## config.mk

```make
export PLATFORM = sky130hd
export DESIGN_NAME = cmpc_top
export DESIGN_NICKNAME = d
export VERILOG_FILES = /design/src/core/cmpc_top.v /design/src/core/cmpc_sync.v /design/src/core/cmpc_settle.v
export VERILOG_INCLUDE_DIRS = /design/src /design/src/core
export SDC_FILE = /design/constraint.sdc
export NUM_CORES = 1
export LEC_CHECK = 0
export ABC_AREA = 0
export BUFFER_PORTS_ARGS = -buffer_cell sky130_fd_sc_hd__buf_4
export CORE_MARGIN = 2
export CORE_UTILIZATION = 29
export DETAILED_ROUTE_END_ITERATION = 10
export GPL_TIMING_DRIVEN = 0
export SETUP_SLACK_MARGIN = 0.05
export SYNTH_ARGS = -nofsm -noshare
export SYNTH_HDL_FRONTEND = slang
export SYNTH_SLANG_ARGS = --single-unit
```

## constraint.sdc

```tcl
create_clock -name pclk -period 2.4 [get_ports pclk]
set_input_delay 0.48 -clock pclk [delete_from_list [all_inputs] [get_ports pclk]]
set_output_delay 0.48 -clock pclk [all_outputs]
set_load 0.005 [all_outputs]
```

## src/core/cmpc_defines.vh

```
// Purpose: constants for the comparator control block
// Assumes: APB byte address = register index * 4
// Notes:   included by cmpc_top only
// Behaviour
// - result is 1 when plus input higher
// - result readable, write-ignored, routed to timer
// - result pin driven only when drive selected
// - polarity bit may invert result everywhere
// - timer clock from cycle, result or pin
// - minus input from pin or internal reference
// - plus input from plus or minus pin
// - wake flag needs enable, read, sleep, change
// - control read latches reference result
// - wake flag cleared by software or reset
// - enabled comparator keeps running in sleep
// - power-on loads all ones except port data (0), comparator on
// - result unreliable during mode change delay
// - timer clock select overrides pin direction
// - compare wake is a distinct reset cause
`ifndef CMPC_DEFINES_VH
`define CMPC_DEFINES_VH

`define CMPC_IDX_CORE_FLAG   6'h03
`define CMPC_IDX_PORT_DATA   6'h06
`define CMPC_IDX_CONTROL     6'h07
`define CMPC_IDX_PIN_DIR     6'h08
`define CMPC_IDX_TIMER_OPT   6'h09

`define CMPC_CTRL_RESET      8'hff
`define CMPC_PIN_DIR_RESET   4'hf
`define CMPC_PORT_DATA_RESET 4'h0
`define CMPC_TIMER_OPT_RESET 8'hff

`define CMPC_B_RESULT        7
`define CMPC_B_DRIVE_N       6
`define CMPC_B_POLARITY      5
`define CMPC_B_TMR_SRC       4
`define CMPC_B_POWER         3
`define CMPC_B_NEG_SEL       2
`define CMPC_B_POS_SEL       1
`define CMPC_B_WAKE_N        0

`define CMPC_B_CWAKE_FLAG    6
`define CMPC_B_PWAKE_FLAG    7
`define CMPC_B_TMR_CLK_SEL   5

`define CMPC_CLK_PERIOD_NS   20
`define CMPC_MODE_DELAY_NS   10000
`define CMPC_MODE_DELAY_CYC  ((`CMPC_MODE_DELAY_NS + `CMPC_CLK_PERIOD_NS - 1) / `CMPC_CLK_PERIOD_NS)

`endif

```

## src/core/cmpc_top.v

```verilog
// Purpose: control and status logic around one analog comparator
// Assumes: presetn is power-on reset; warm_reset is a pclk pulse
// Notes:   APB slave, zero wait states, word-aligned registers
//
// Register access over APB was decided locally.
`include "cmpc_defines.vh"
`default_nettype none
module cmpc_top #(
    parameter MODE_DELAY_CYC = `CMPC_MODE_DELAY_CYC
) (
    input  wire        pclk,
    input  wire        presetn,
    input  wire        psel,
    input  wire        penable,
    input  wire        pwrite,
    input  wire [7:0]  paddr,
    input  wire [31:0] pwdata,
    output reg  [31:0] prdata,
    output wire        pready,
    output wire        pslverr,
    input  wire        comparator_raw,
    input  wire        sleep_active,
    input  wire        warm_reset,
    input  wire        pin_change_wake_flag,
    input  wire        instr_cycle,
    input  wire        port_pin_zero_i,
    input  wire        port_pin_one_i,
    input  wire        port_pin_two_i,
    output wire        port_pin_zero_o,
    output wire        port_pin_zero_oe,
    output wire        port_pin_one_o,
    output wire        port_pin_one_oe,
    output wire        port_pin_two_o,
    output wire        port_pin_two_oe,
    output wire        comparator_power,
    output wire        negative_input_select,
    output wire        positive_input_select,
    output wire        compare_result,
    output wire        result_unreliable,
    output wire        timer_tick_source,
    output wire        compare_wake_flag,
    output reg         compare_wake_reset
);

    ////////////////////////////////////////////////////////////////////
    // synchronised inputs: comparator output and the three pins

    wire [3:0] sync_v;

    cmpc_sync #(
        .W        (4)
    ) u_sync (
        .pclk     (pclk),
        .presetn  (presetn),
        .async_in ({port_pin_two_i, port_pin_one_i,
                    port_pin_zero_i, comparator_raw}),
        .sync_out (sync_v)
    );

    wire raw_s  = sync_v[0];
    wire pin0_s = sync_v[1];
    wire pin1_s = sync_v[2];
    wire pin2_s = sync_v[3];

    ////////////////////////////////////////////////////////////////////
    // register state

    reg  [7:0] control_q;
    reg  [7:0] control_d;
    reg  [3:0] pin_dir_q;
    reg  [3:0] pin_dir_d;
    reg  [3:0] port_data_q;
    reg  [3:0] port_data_d;
    reg  [7:0] timer_opt_q;
    reg  [7:0] timer_opt_d;
    reg        wake_flag_q;
    reg        wake_flag_d;
    reg        ref_result_q;
    reg        ref_result_d;
    reg        armed_q;
    reg        armed_d;
    reg        released_q;

    ////////////////////////////////////////////////////////////////////
    // apb decode

    wire       access   = psel & penable;
    wire [5:0] idx      = paddr[7:2];
    wire       aligned  = (paddr[1:0] == 2'b00);
    wire       hit_flag = aligned & (idx == `CMPC_IDX_CORE_FLAG);
    wire       hit_data = aligned & (idx == `CMPC_IDX_PORT_DATA);
    wire       hit_ctrl = aligned & (idx == `CMPC_IDX_CONTROL);
    wire       hit_dir  = aligned & (idx == `CMPC_IDX_PIN_DIR);
    wire       hit_topt = aligned & (idx == `CMPC_IDX_TIMER_OPT);
    wire       mapped   = hit_flag | hit_data | hit_ctrl | hit_dir | hit_topt;
    wire       wr       = access & pwrite & mapped;
    wire       rd       = access & ~pwrite & mapped;

    // no wait states; unmapped or misaligned addresses answer an error
    assign pready  = 1'b1;
    assign pslverr = access & ~mapped;

    ////////////////////////////////////////////////////////////////////
    // comparator steering and result

    wire power_on = control_q[`CMPC_B_POWER] & released_q;
    wire drive_n  = control_q[`CMPC_B_DRIVE_N];
    wire pol_keep = control_q[`CMPC_B_POLARITY];
    // selects fall back to their reset meaning while powered down
    assign comparator_power      = power_on;
    assign negative_input_select = power_on ?
        control_q[`CMPC_B_NEG_SEL] : 1'b1;
    assign positive_input_select = power_on ?
        control_q[`CMPC_B_POS_SEL] : 1'b1;

    // a powered-down comparator reads as low before polarity
    wire raw_gated = raw_s & power_on;
    wire result    = pol_keep ? raw_gated : ~raw_gated;
    assign compare_result = result;

    ////////////////////////////////////////////////////////////////////
    // mode change window: any write that alters steering restarts it

    wire mode_change = wr & hit_ctrl &
        ((pwdata[5:1] != control_q[5:1]));

    cmpc_settle #(
        .CYCLES  (MODE_DELAY_CYC),
        .CW      (16)
    ) u_settle (
        .pclk    (pclk),
        .presetn (presetn),
        .start   (mode_change),
        .busy    (result_unreliable)
    );

    ////////////////////////////////////////////////////////////////////
    // timer clock source

    wire tmr_clk_sel = timer_opt_q[`CMPC_B_TMR_CLK_SEL];
    // the source select has no say while the comparator is off
    wire tmr_src_pin = ~power_on | control_q[`CMPC_B_TMR_SRC];
    assign timer_tick_source = ~tmr_clk_sel ? instr_cycle :
        ((tmr_src_pin & drive_n) ? pin2_s : result);

    ////////////////////////////////////////////////////////////////////
    // pins: analog inputs released, result pin and timer clock override

    wire pin0_analog = power_on;
    wire pin1_analog = power_on &
        (control_q[`CMPC_B_NEG_SEL] | ~control_q[`CMPC_B_POS_SEL]);
    wire result_out  = power_on & ~drive_n;

    assign port_pin_zero_o  = port_data_q[0];
    assign port_pin_zero_oe = ~pin_dir_q[0] & ~pin0_analog;
    assign port_pin_one_o   = port_data_q[1];
    assign port_pin_one_oe  = ~pin_dir_q[1] & ~pin1_analog;
    // result drive beats the timer override, which beats direction
    assign port_pin_two_o   = result_out ? result : port_data_q[2];
    assign port_pin_two_oe  = result_out ? 1'b1 :
        (tmr_clk_sel ? 1'b0 : ~pin_dir_q[2]);

    ////////////////////////////////////////////////////////////////////
    // wake detection

    // the reference is taken on every read of the control register
    wire ctrl_read   = rd & hit_ctrl;
    wire wake_enable = power_on & ~control_q[`CMPC_B_WAKE_N];
    wire changed     = (result != ref_result_q);
    // hold off during settling so a mode change is no false wake
    wire wake_set    = wake_enable & armed_q & sleep_active &
                       changed & ~result_unreliable;
    wire flag_clear  = (wr & hit_flag & ~pwdata[`CMPC_B_CWAKE_FLAG]) |
                       warm_reset;

    always @* begin
        ref_result_d = ref_result_q;
        armed_d      = armed_q;
        if (ctrl_read) begin
            ref_result_d = result;
            armed_d      = 1'b1;
        end
        wake_flag_d = wake_flag_q;
        if (flag_clear) begin
            wake_flag_d = 1'b0;
        end
        if (wake_set) begin
            wake_flag_d = 1'b1;
        end
    end

    assign compare_wake_flag = wake_flag_q;

    ////////////////////////////////////////////////////////////////////
    // register writes

    always @* begin
        control_d   = control_q;
        pin_dir_d   = pin_dir_q;
        port_data_d = port_data_q;
        timer_opt_d = timer_opt_q;
        if (wr & hit_ctrl) begin
            // the result bit is status and ignores writes
            control_d[6:0] = pwdata[6:0];
        end
        if (wr & hit_dir) begin
            pin_dir_d = pwdata[3:0];
        end
        if (wr & hit_data) begin
            port_data_d = pwdata[3:0];
        end
        if (wr & hit_topt) begin
            timer_opt_d = pwdata[7:0];
        end
    end

    ////////////////////////////////////////////////////////////////////
    // read mux, registered at the access edge

    reg [31:0] rdata_d;
    always @* begin
        rdata_d = 32'h0000_0000;
        if (hit_flag) begin
            rdata_d[`CMPC_B_PWAKE_FLAG] = pin_change_wake_flag;
            rdata_d[`CMPC_B_CWAKE_FLAG] = wake_flag_q;
        end
        if (hit_ctrl) begin
            rdata_d[7:0] = {result, control_q[6:0]};
        end
        if (hit_dir) begin
            rdata_d[3:0] = pin_dir_q;
        end
        if (hit_data) begin
            rdata_d[3:0] = {pin2_s, 1'b0, pin1_s, pin0_s};
        end
        if (hit_topt) begin
            rdata_d[7:0] = timer_opt_q;
        end
    end

    ////////////////////////////////////////////////////////////////////
    // flops

    always @(posedge pclk or negedge presetn) begin
        if (!presetn) begin
            control_q          <= `CMPC_CTRL_RESET;
            pin_dir_q          <= `CMPC_PIN_DIR_RESET;
            port_data_q        <= `CMPC_PORT_DATA_RESET;
            timer_opt_q        <= `CMPC_TIMER_OPT_RESET;
            wake_flag_q        <= 1'b0;
            ref_result_q       <= 1'b0;
            armed_q            <= 1'b0;
            released_q         <= 1'b0;
            compare_wake_reset <= 1'b0;
            prdata             <= 32'h0000_0000;
        end else begin
            released_q <= 1'b1;
            // warm reset keeps control and steering untouched
            control_q  <= control_d;
            if (warm_reset) begin
                pin_dir_q   <= `CMPC_PIN_DIR_RESET;
                timer_opt_q <= `CMPC_TIMER_OPT_RESET;
            end else begin
                pin_dir_q   <= pin_dir_d;
                timer_opt_q <= timer_opt_d;
            end
            port_data_q        <= port_data_d;
            wake_flag_q        <= wake_flag_d;
            ref_result_q       <= ref_result_d;
            armed_q            <= armed_d;
            // one pulse marks the wake as its own reset cause
            compare_wake_reset <= wake_set & ~wake_flag_q;
            if (rd) begin
                prdata <= rdata_d;
            end
        end
    end

endmodule // cmpc_top
`default_nettype wire

```

## src/core/cmpc_sync.v

```verilog
// Purpose: two-stage synchroniser, one per bit
// Assumes: inputs are asynchronous to pclk
// Notes:   first stage is read only by the second
`default_nettype none
module cmpc_sync #(
    parameter W = 1
) (
    input  wire         pclk,
    input  wire         presetn,
    input  wire [W-1:0] async_in,
    output wire [W-1:0] sync_out
);
    genvar i;
    generate
        for (i = 0; i < W; i = i + 1) begin : g_bit
            reg meta_q;
            reg stable_q;
            always @(posedge pclk or negedge presetn) begin
                if (!presetn) begin
                    meta_q   <= 1'b0;
                    stable_q <= 1'b0;
                end else begin
                    meta_q   <= async_in[i];
                    stable_q <= meta_q;
                end
            end
            assign sync_out[i] = stable_q;
        end
    endgenerate
endmodule // cmpc_sync
`default_nettype wire

```

## src/core/cmpc_settle.v

```verilog
// Purpose: down-counter marking the mode change settle window
// Assumes: start is a one-cycle pulse on pclk
// Notes:   a new start during the window restarts it
`default_nettype none
module cmpc_settle #(
    parameter CYCLES = 500,
    parameter CW     = 16
) (
    input  wire pclk,
    input  wire presetn,
    input  wire start,
    output wire busy
);
    localparam [CW-1:0] LOAD = CYCLES;
    reg [CW-1:0] count_q;
    reg [CW-1:0] count_d;

    always @* begin
        count_d = count_q;
        if (start) begin
            count_d = LOAD;
        end else if (count_q != {CW{1'b0}}) begin
            count_d = count_q - {{(CW-1){1'b0}}, 1'b1};
        end
    end

    always @(posedge pclk or negedge presetn) begin
        if (!presetn) begin
            count_q <= {CW{1'b0}};
        end else begin
            count_q <= count_d;
        end
    end

    assign busy = (count_q != {CW{1'b0}});
endmodule // cmpc_settle
`default_nettype wire

```

### After elaboration in Yosys (flattened, before gate mapping)

Index checks and enable logic that the tools add are counted.

| storage, ports and cells | value |
|---|---|
| register bits after elaboration | 59 |
| logic and storage cells | 107 |
| output and inout port bits | 48 |

| cells by class | value |
|---|---|
| multiplexer cells | 21 |
| equality and inequality tests | 7 |
| bitwise operators | 53 |
| reduce and logical (&&, ||, !) cells | 6 |
| add/sub/neg operators | 1 |

Operators with widths:

| operator | count |
|---|---|
| bitwise AND 1 bit | 32 |
| 2-to-1 mux 16 bit | 2 |
| 2-to-1 mux 8 bit | 4 |
| 2-to-1 mux 4 bit | 4 |
| nonzero test 16 bit | 1 |
| subtractor 16 x 1 -> 16 bit, second input constant | 1 |
| NOT 1 bit | 14 |
| == test 6 x 3 -> 1 bit, second input constant | 2 |
| == test 6 x 4 -> 1 bit, second input constant | 2 |
| 2-to-1 mux 1 bit | 10 |
| nonzero test 2 bit | 4 |
| bitwise OR 1 bit | 7 |
| == test 6 x 2 -> 1 bit, second input constant | 1 |
| != test 5 bit | 1 |
| logical NOT 2 bit | 1 |
| 2-to-1 mux 2 bit | 1 |
| != test 1 bit | 1 |

### Longest topological paths before layout

| logic depth | value |
|---|---|
| depth in word-level cells | 12 |
| gate-level depth with buffers | 6 |
| depth with buffers taken out | 6 |

### Hierarchy

Synthesis repeated with hierarchy kept, for this count alone.

| second synthesis, totals | value |
|---|---|
| cells, all modules | 303 |
| area, all modules | 3233.1 um^2 |

By module, submodules not included:

| module | area each (um^2) | instances | cells an instance |
|---|---|---|---|
| cmpc_top | 2118.3 | 1 | 199 |
| cmpc_settle | 884.6 | 1 | 92 |
| cmpc_sync | 230.2 | 1 | 12 |

### Least setup slack after synthesis

OpenSTA, ideal clock, no wires.

| path | value |
|---|---|
| kind | in2reg |
| start | input paddr[1] |
| end | register ref_result_q |
| setup slack | 2 ps |
| library setup time | 125 ps |
| cell stages on the path | 5 |
| arrival | 2273 ps |
| required time | 2275 ps |
| cells stage by stage | or4_4 buf_6 or3_4 or4_4 mux2_4 |

| between the ends | value |
|---|---|
| cells in the longest elaborated chain, start to end | 8 |
| elaborated cells between the ends (all ways) | 12 |
| classes of those cells | bitwise (11); reduce/logical (1) |

RTL lines:

| what | line | source |
|---|---|---|
| from (decl) | cmpc_top.v:16 | `input wire [7:0] paddr,` |
| logical NOT 2 bit (*) | cmpc_top.v:89 | `wire aligned = (paddr[1:0] == 2'b00);` |
| bitwise AND 1 bit, on equally long branches | cmpc_top.v:90, cmpc_top.v:91 |  |
| bitwise OR 1 bit (4 in a row) | cmpc_top.v:95 | `wire mapped = hit_flag \| hit_data \| hit_ctrl \| hit_dir \| hit_topt;` |
| bitwise AND 1 bit | cmpc_top.v:97 | `wire rd = access & ~pwrite & mapped;` |
| bitwise AND 1 bit (*) | cmpc_top.v:167 | `wire ctrl_read = rd & hit_ctrl;` |
| to (signal assigned) | cmpc_top.v:269 | `ref_result_q <= ref_result_d;` |
| to (decl) | cmpc_top.v:78 | `reg ref_result_q;` |

Mark *: on every way between the ends. The rest lies on a longest branch, timed or not.
A chain may end at the register's enable or synchronous reset.

### Worst setup path after layout

| path | value |
|---|---|
| start | register control_q[3] |
| end | output timer_tick_source |

| between the ends | value |
|---|---|
| cells in the longest elaborated chain, start to end | 6 |
| elaborated cells between the ends (all ways) | 9 |
| classes of those cells | mux (3); bitwise (6) |

RTL lines:

| what | line | source |
|---|---|---|
| from (decl) | cmpc_top.v:68 | `reg [7:0] control_q;` |
| from (signal assigned) | cmpc_top.v:246 | `` control_q <= `CMPC_CTRL_RESET; `` |
| from (signal assigned) | cmpc_top.v:259 | `control_q <= control_d;` |
| bitwise AND 1 bit (*) | cmpc_top.v:106 | `` wire power_on = control_q[`CMPC_B_POWER] & released_q; `` |
| bitwise AND 1 bit or NOT 1 bit (tied branches) | cmpc_top.v:117, cmpc_top.v:142 |  |
| NOT 1 bit or bitwise OR 1 bit (tied branches) | cmpc_top.v:118, cmpc_top.v:142 |  |
| 2-to-1 mux 1 bit or bitwise AND 1 bit (tied branches) | cmpc_top.v:118, cmpc_top.v:144 |  |
| 2-to-1 mux 1 bit (*) | cmpc_top.v:144 | `((tmr_src_pin & drive_n) ? pin2_s : result);` |
| 2-to-1 mux 1 bit (*) | cmpc_top.v:143 | `assign timer_tick_source = ~tmr_clk_sel ? instr_cycle :` |
| to (decl) | cmpc_top.v:40 | `output wire timer_tick_source,` |

Marked as above.

==> impl_metrics.csv <==
group,metric,value,unit
timing,grt_setup_unrepaired,"no",
critical_path,worst-r2r-setup-slack,380,ps
clock_tree,cts_hold_buf,0,
hold_path,min_path_type,"input pin to asynchronous set/reset pin",
route,drt.antenna.violating_nets,0,
yosys,yosysUniqueCellTypes,57,
clock_tree,ctsRootBufferMaster,"sky130_fd_sc_hd__clkbuf_8",
yosys,dominantRegCellSynth,"sky130_fd_sc_hd__dfrtp_1",
critical_path,r2r-end,"u_settle.count_q[8]",
yosys,postSynthCellCount,286,
finish,drive_gt1_share,38.5,%
critical_path,cp_slowest_stage_delay,580,ps
timing,worst_slew_pin_slew,818,ps
route,drt_iter0_drc,97,
place,hpwl,5370,um
timing,hold_violations,0,
clock_tree,cts.path.max_buffers,2,
finish,fin_area,3970,um2
yosys,syn_area_per_cell,10.9,um2
global_route,grt_antenna_before_repair,0,
timing,setup-tns-final,0,ps
clock_tree,worst_skew_pair.late_latency,340,ps
power,powerDensity,603,nW/um2
critical_path,crit_fanout,5,
timing,worst_relative_slew_slack,45.1,%
route,detail_route.vias_per_cell,4.60,
power,peakVddDrop,289,uV
critical_path,cp_cell_sequence,"nand3_2 > xor2_2 > mux2i_1 > a21oi_1 > buf_4",
timing,setup_violations,0,
critical_path,critPathKind,"flop to output port",
timing,timing.final.crit_share,91.7,%
timing,postLayoutSetupSlackWorst,200,ps
yosys,synth-async-reset-ratio,100,%
critical_path,critPathSlowestCell,"sky130_fd_sc_hd__dfstp_2",
power,power.leakage,0.00176,uW
yosys,synthesis_warning_total,0,
finish,fill_cells,1067,
critical_path,path_depth,5,
clock_tree,cts.reportedPaths.clkPinSlew,70,ps
floorplanning,die_footprint,11600,um2
yosys,synth_edf_count,0,
finish,areaGrowthSynthToFinish,27.3,%
place,place.gp.congestion,0.758,
power,report.power.total,2390,uW
route,wire_per_inst,14.1,um
finish,antennaDiodeCount,0,
critical_path,worstReg2RegStart,"u_settle.count_q[12]",
global_route,grt_max_degree,60,
critical_path,crit_path_start_kind,"flop",
critical_path,worst_r2r_path_depth,4,
route,vias,2370,
place,io_buffer_count,50,
global_route,grt_overflow,0,
floorplanning,die_w,108,um
critical_path,critical_path_arrival,1720,ps
floorplanning,initial_core_util,30.0,%
clock_tree,numClockSinks,59,
clock_tree,ctsHtreeMaxLevel,3,
floorplanning,fp-row-count,37,
floorplanning,die_h,108,um
timing,fmaxAchievable,454,MHz
finish,nets,429,
finish,layout.area.seq,1500,um2
timing,finalWorstPathRequiredPeriod,2200,ps
run,max_cap_violations,0,
critical_path,worst_path_dominant_cell_family,"flip-flops",
place,detailed_place.area,3750,um2
yosys,postSynthRegisterBits,59,
route,postRouteWirelength,7280,um
global_route,groute.usage.overall,13.4,%
global_route,global_route_wire_length_before_repair,11900,um
critical_path,worstPathRequired,1920,ps
route,detail_route.drc_violations,0,
clock_tree,cts-buffers-inserted,9,
yosys,syn_area,3120,um2
yosys,seq_area_frac_synth,48.2,%
critical_path,critical_path_buf_inv_count,1,
status,run_status,"finished, final reports clean",
timing,number_of_pins_exceeding_their_max_slew_limit_in_the_final_report,0,
route,drt_pre_antenna_iters,4,
global_route,first_global_vias,2381,
critical_path,endpoint_kind,"output port",
timing,final_skew,15.5,ps
floorplanning,core_area,10400,um2
clock_tree,cts_tree,"yes",
place,post-place-ws,-381,ps
finish,multi_input_area,1500,um2
floorplanning,pin_count,101,
[cells by family after synthesis]
| group | Yosys count | share of synthesized area, % |
|---|---|---|
| flops | 59 | 48.2 |
| compound gates | 59 | 13.1 |
| simple gates | 90 | 17.3 |
| other cells | 2 | 0.241 |
| mux | 30 | 10.4 |
| buf+inv | 37 | 7.75 |
| xor+xnor | 8 | 2.73 |
| fa+ha+maj | 1 | 0.402 |
[how the worst max path moves through the flow]
| stage | start | to |
|---|---|---|
| 6_report | control_q[3] | timer_tick_source |
| 5_1_grt | paddr[4] | pslverr |
| 4_1_cts | control_q[3] | timer_tick_source |
| 3_5_place_dp | paddr[1] | u_settle.count_q[5] |
| 3_3_place_gp | paddr[1] | u_settle.count_q[5] |
| 2_1_floorplan | paddr[1] | ref_result_q |
[layout by cell type (no fill, tap or decap), types with 8 or more instances in the layout]
| cell | n |
|---|---|
| sky130_fd_sc_hd__a21oi_1 | 13 |
| sky130_fd_sc_hd__buf_4 | 79 |
| sky130_fd_sc_hd__clkbuf_8 | 9 |
| sky130_fd_sc_hd__conb_1 | 26 |
| sky130_fd_sc_hd__dfrtp_1 | 40 |
| sky130_fd_sc_hd__dfstp_2 | 19 |
| sky130_fd_sc_hd__mux2_2 | 12 |
| sky130_fd_sc_hd__mux2i_1 | 14 |
| sky130_fd_sc_hd__nand2_1 | 21 |
| sky130_fd_sc_hd__nor2_1 | 15 |
| sky130_fd_sc_hd__o21ai_0 | 9 |
| sky130_fd_sc_hd__o31ai_1 | 8 |
[repair_timing]
item                       in CTS  in global routing
pin swaps                       2                  1
gates resized for setup         2                  5
setup endpoints to repair      12                  5
setup buffers                   2                  2
[cell type report]
cell class,count,area share (%)
Clock inverter,4,0.505
Buffer,31,5.52
Multi-Input combinational cell,214,37.7
Timing Repair Buffer,54,10.2
Inverter,6,0.568
Tap cell,136,4.29
Sequential cell,59,37.8
Clock buffer,11,3.31
[sequential cells by signal, indices dropped and copies added (netlist names), 3 cells and up]
register and flops:
timer_opt_q 8, pin_dir_q 4, port_data_q 3, control_q 7, u_sync.g_bit.meta_q 4, u_settle.count_q 16, prdata 8, u_sync.g_bit.stable_q 4
[metal layers]
metal  global-route usage (%)  vias up  wire length (um)  share of wire [%]
met1                     17.6     1114              3310                 45
met3                     4.24       11               424                5.8
met5                        0        -                 0                  0
met2                     21.3       68              3470                 48
li1                         -     1177                 -                  -
met4                     3.75        0                80                1.1
[per-stage QoR]
step                utilization, %  hold WS (ps)  cells
finish                        38.2           215    515
floorplan                        -           184    310
global route                  38.2           228    515
detailed placement            36.2           335    496
global placement              36.2           336    496
CTS                           37.8           226    513
[cell usage after synthesis, drive strengths merged (2+ instances only)]
cell / count / area [um2]
dfrtp: 40 / 1000
buf: 27 / 204
nand2: 22 / 82.6
dfstp: 19 / 499
mux2: 16 / 184
nor2: 15 / 56.3
mux2i: 14 / 140
a21oi: 13 / 65.1
o21ai: 11 / 55.1
nor4: 8 / 80.1
o31ai: 8 / 60.1
or2: 7 / 43.8
or4: 7 / 60.1
a22oi: 6 / 45.0
inv: 5 / 18.8
nor3: 5 / 25.0
clkbuf: 4 / 15.0
or3: 4 / 30.0
xnor2: 4 / 35.0
a211o: 3 / 26.3
a221o: 3 / 30.0
nand2b: 3 / 18.8
nand3: 3 / 15.0
nor2b: 3 / 18.8
nor3b: 3 / 27.5
xor2: 3 / 26.3
a211oi: 2 / 15.0
a221oi: 2 / 17.5
a2bb2oi: 2 / 17.5
conb: 2 / 7.51
nand3b: 2 / 15.0
nand4b: 2 / 17.5
o22ai: 2 / 12.5
o31a: 2 / 17.5
or3b: 2 / 17.5
[where the power goes]
group,total [uW],switching (uW),internal (uW)
Sequential,1210,117,1100
Combinational,448,218,229
Clock,731,369,361
Note: power is estimated with default switching activity, not from simulation.
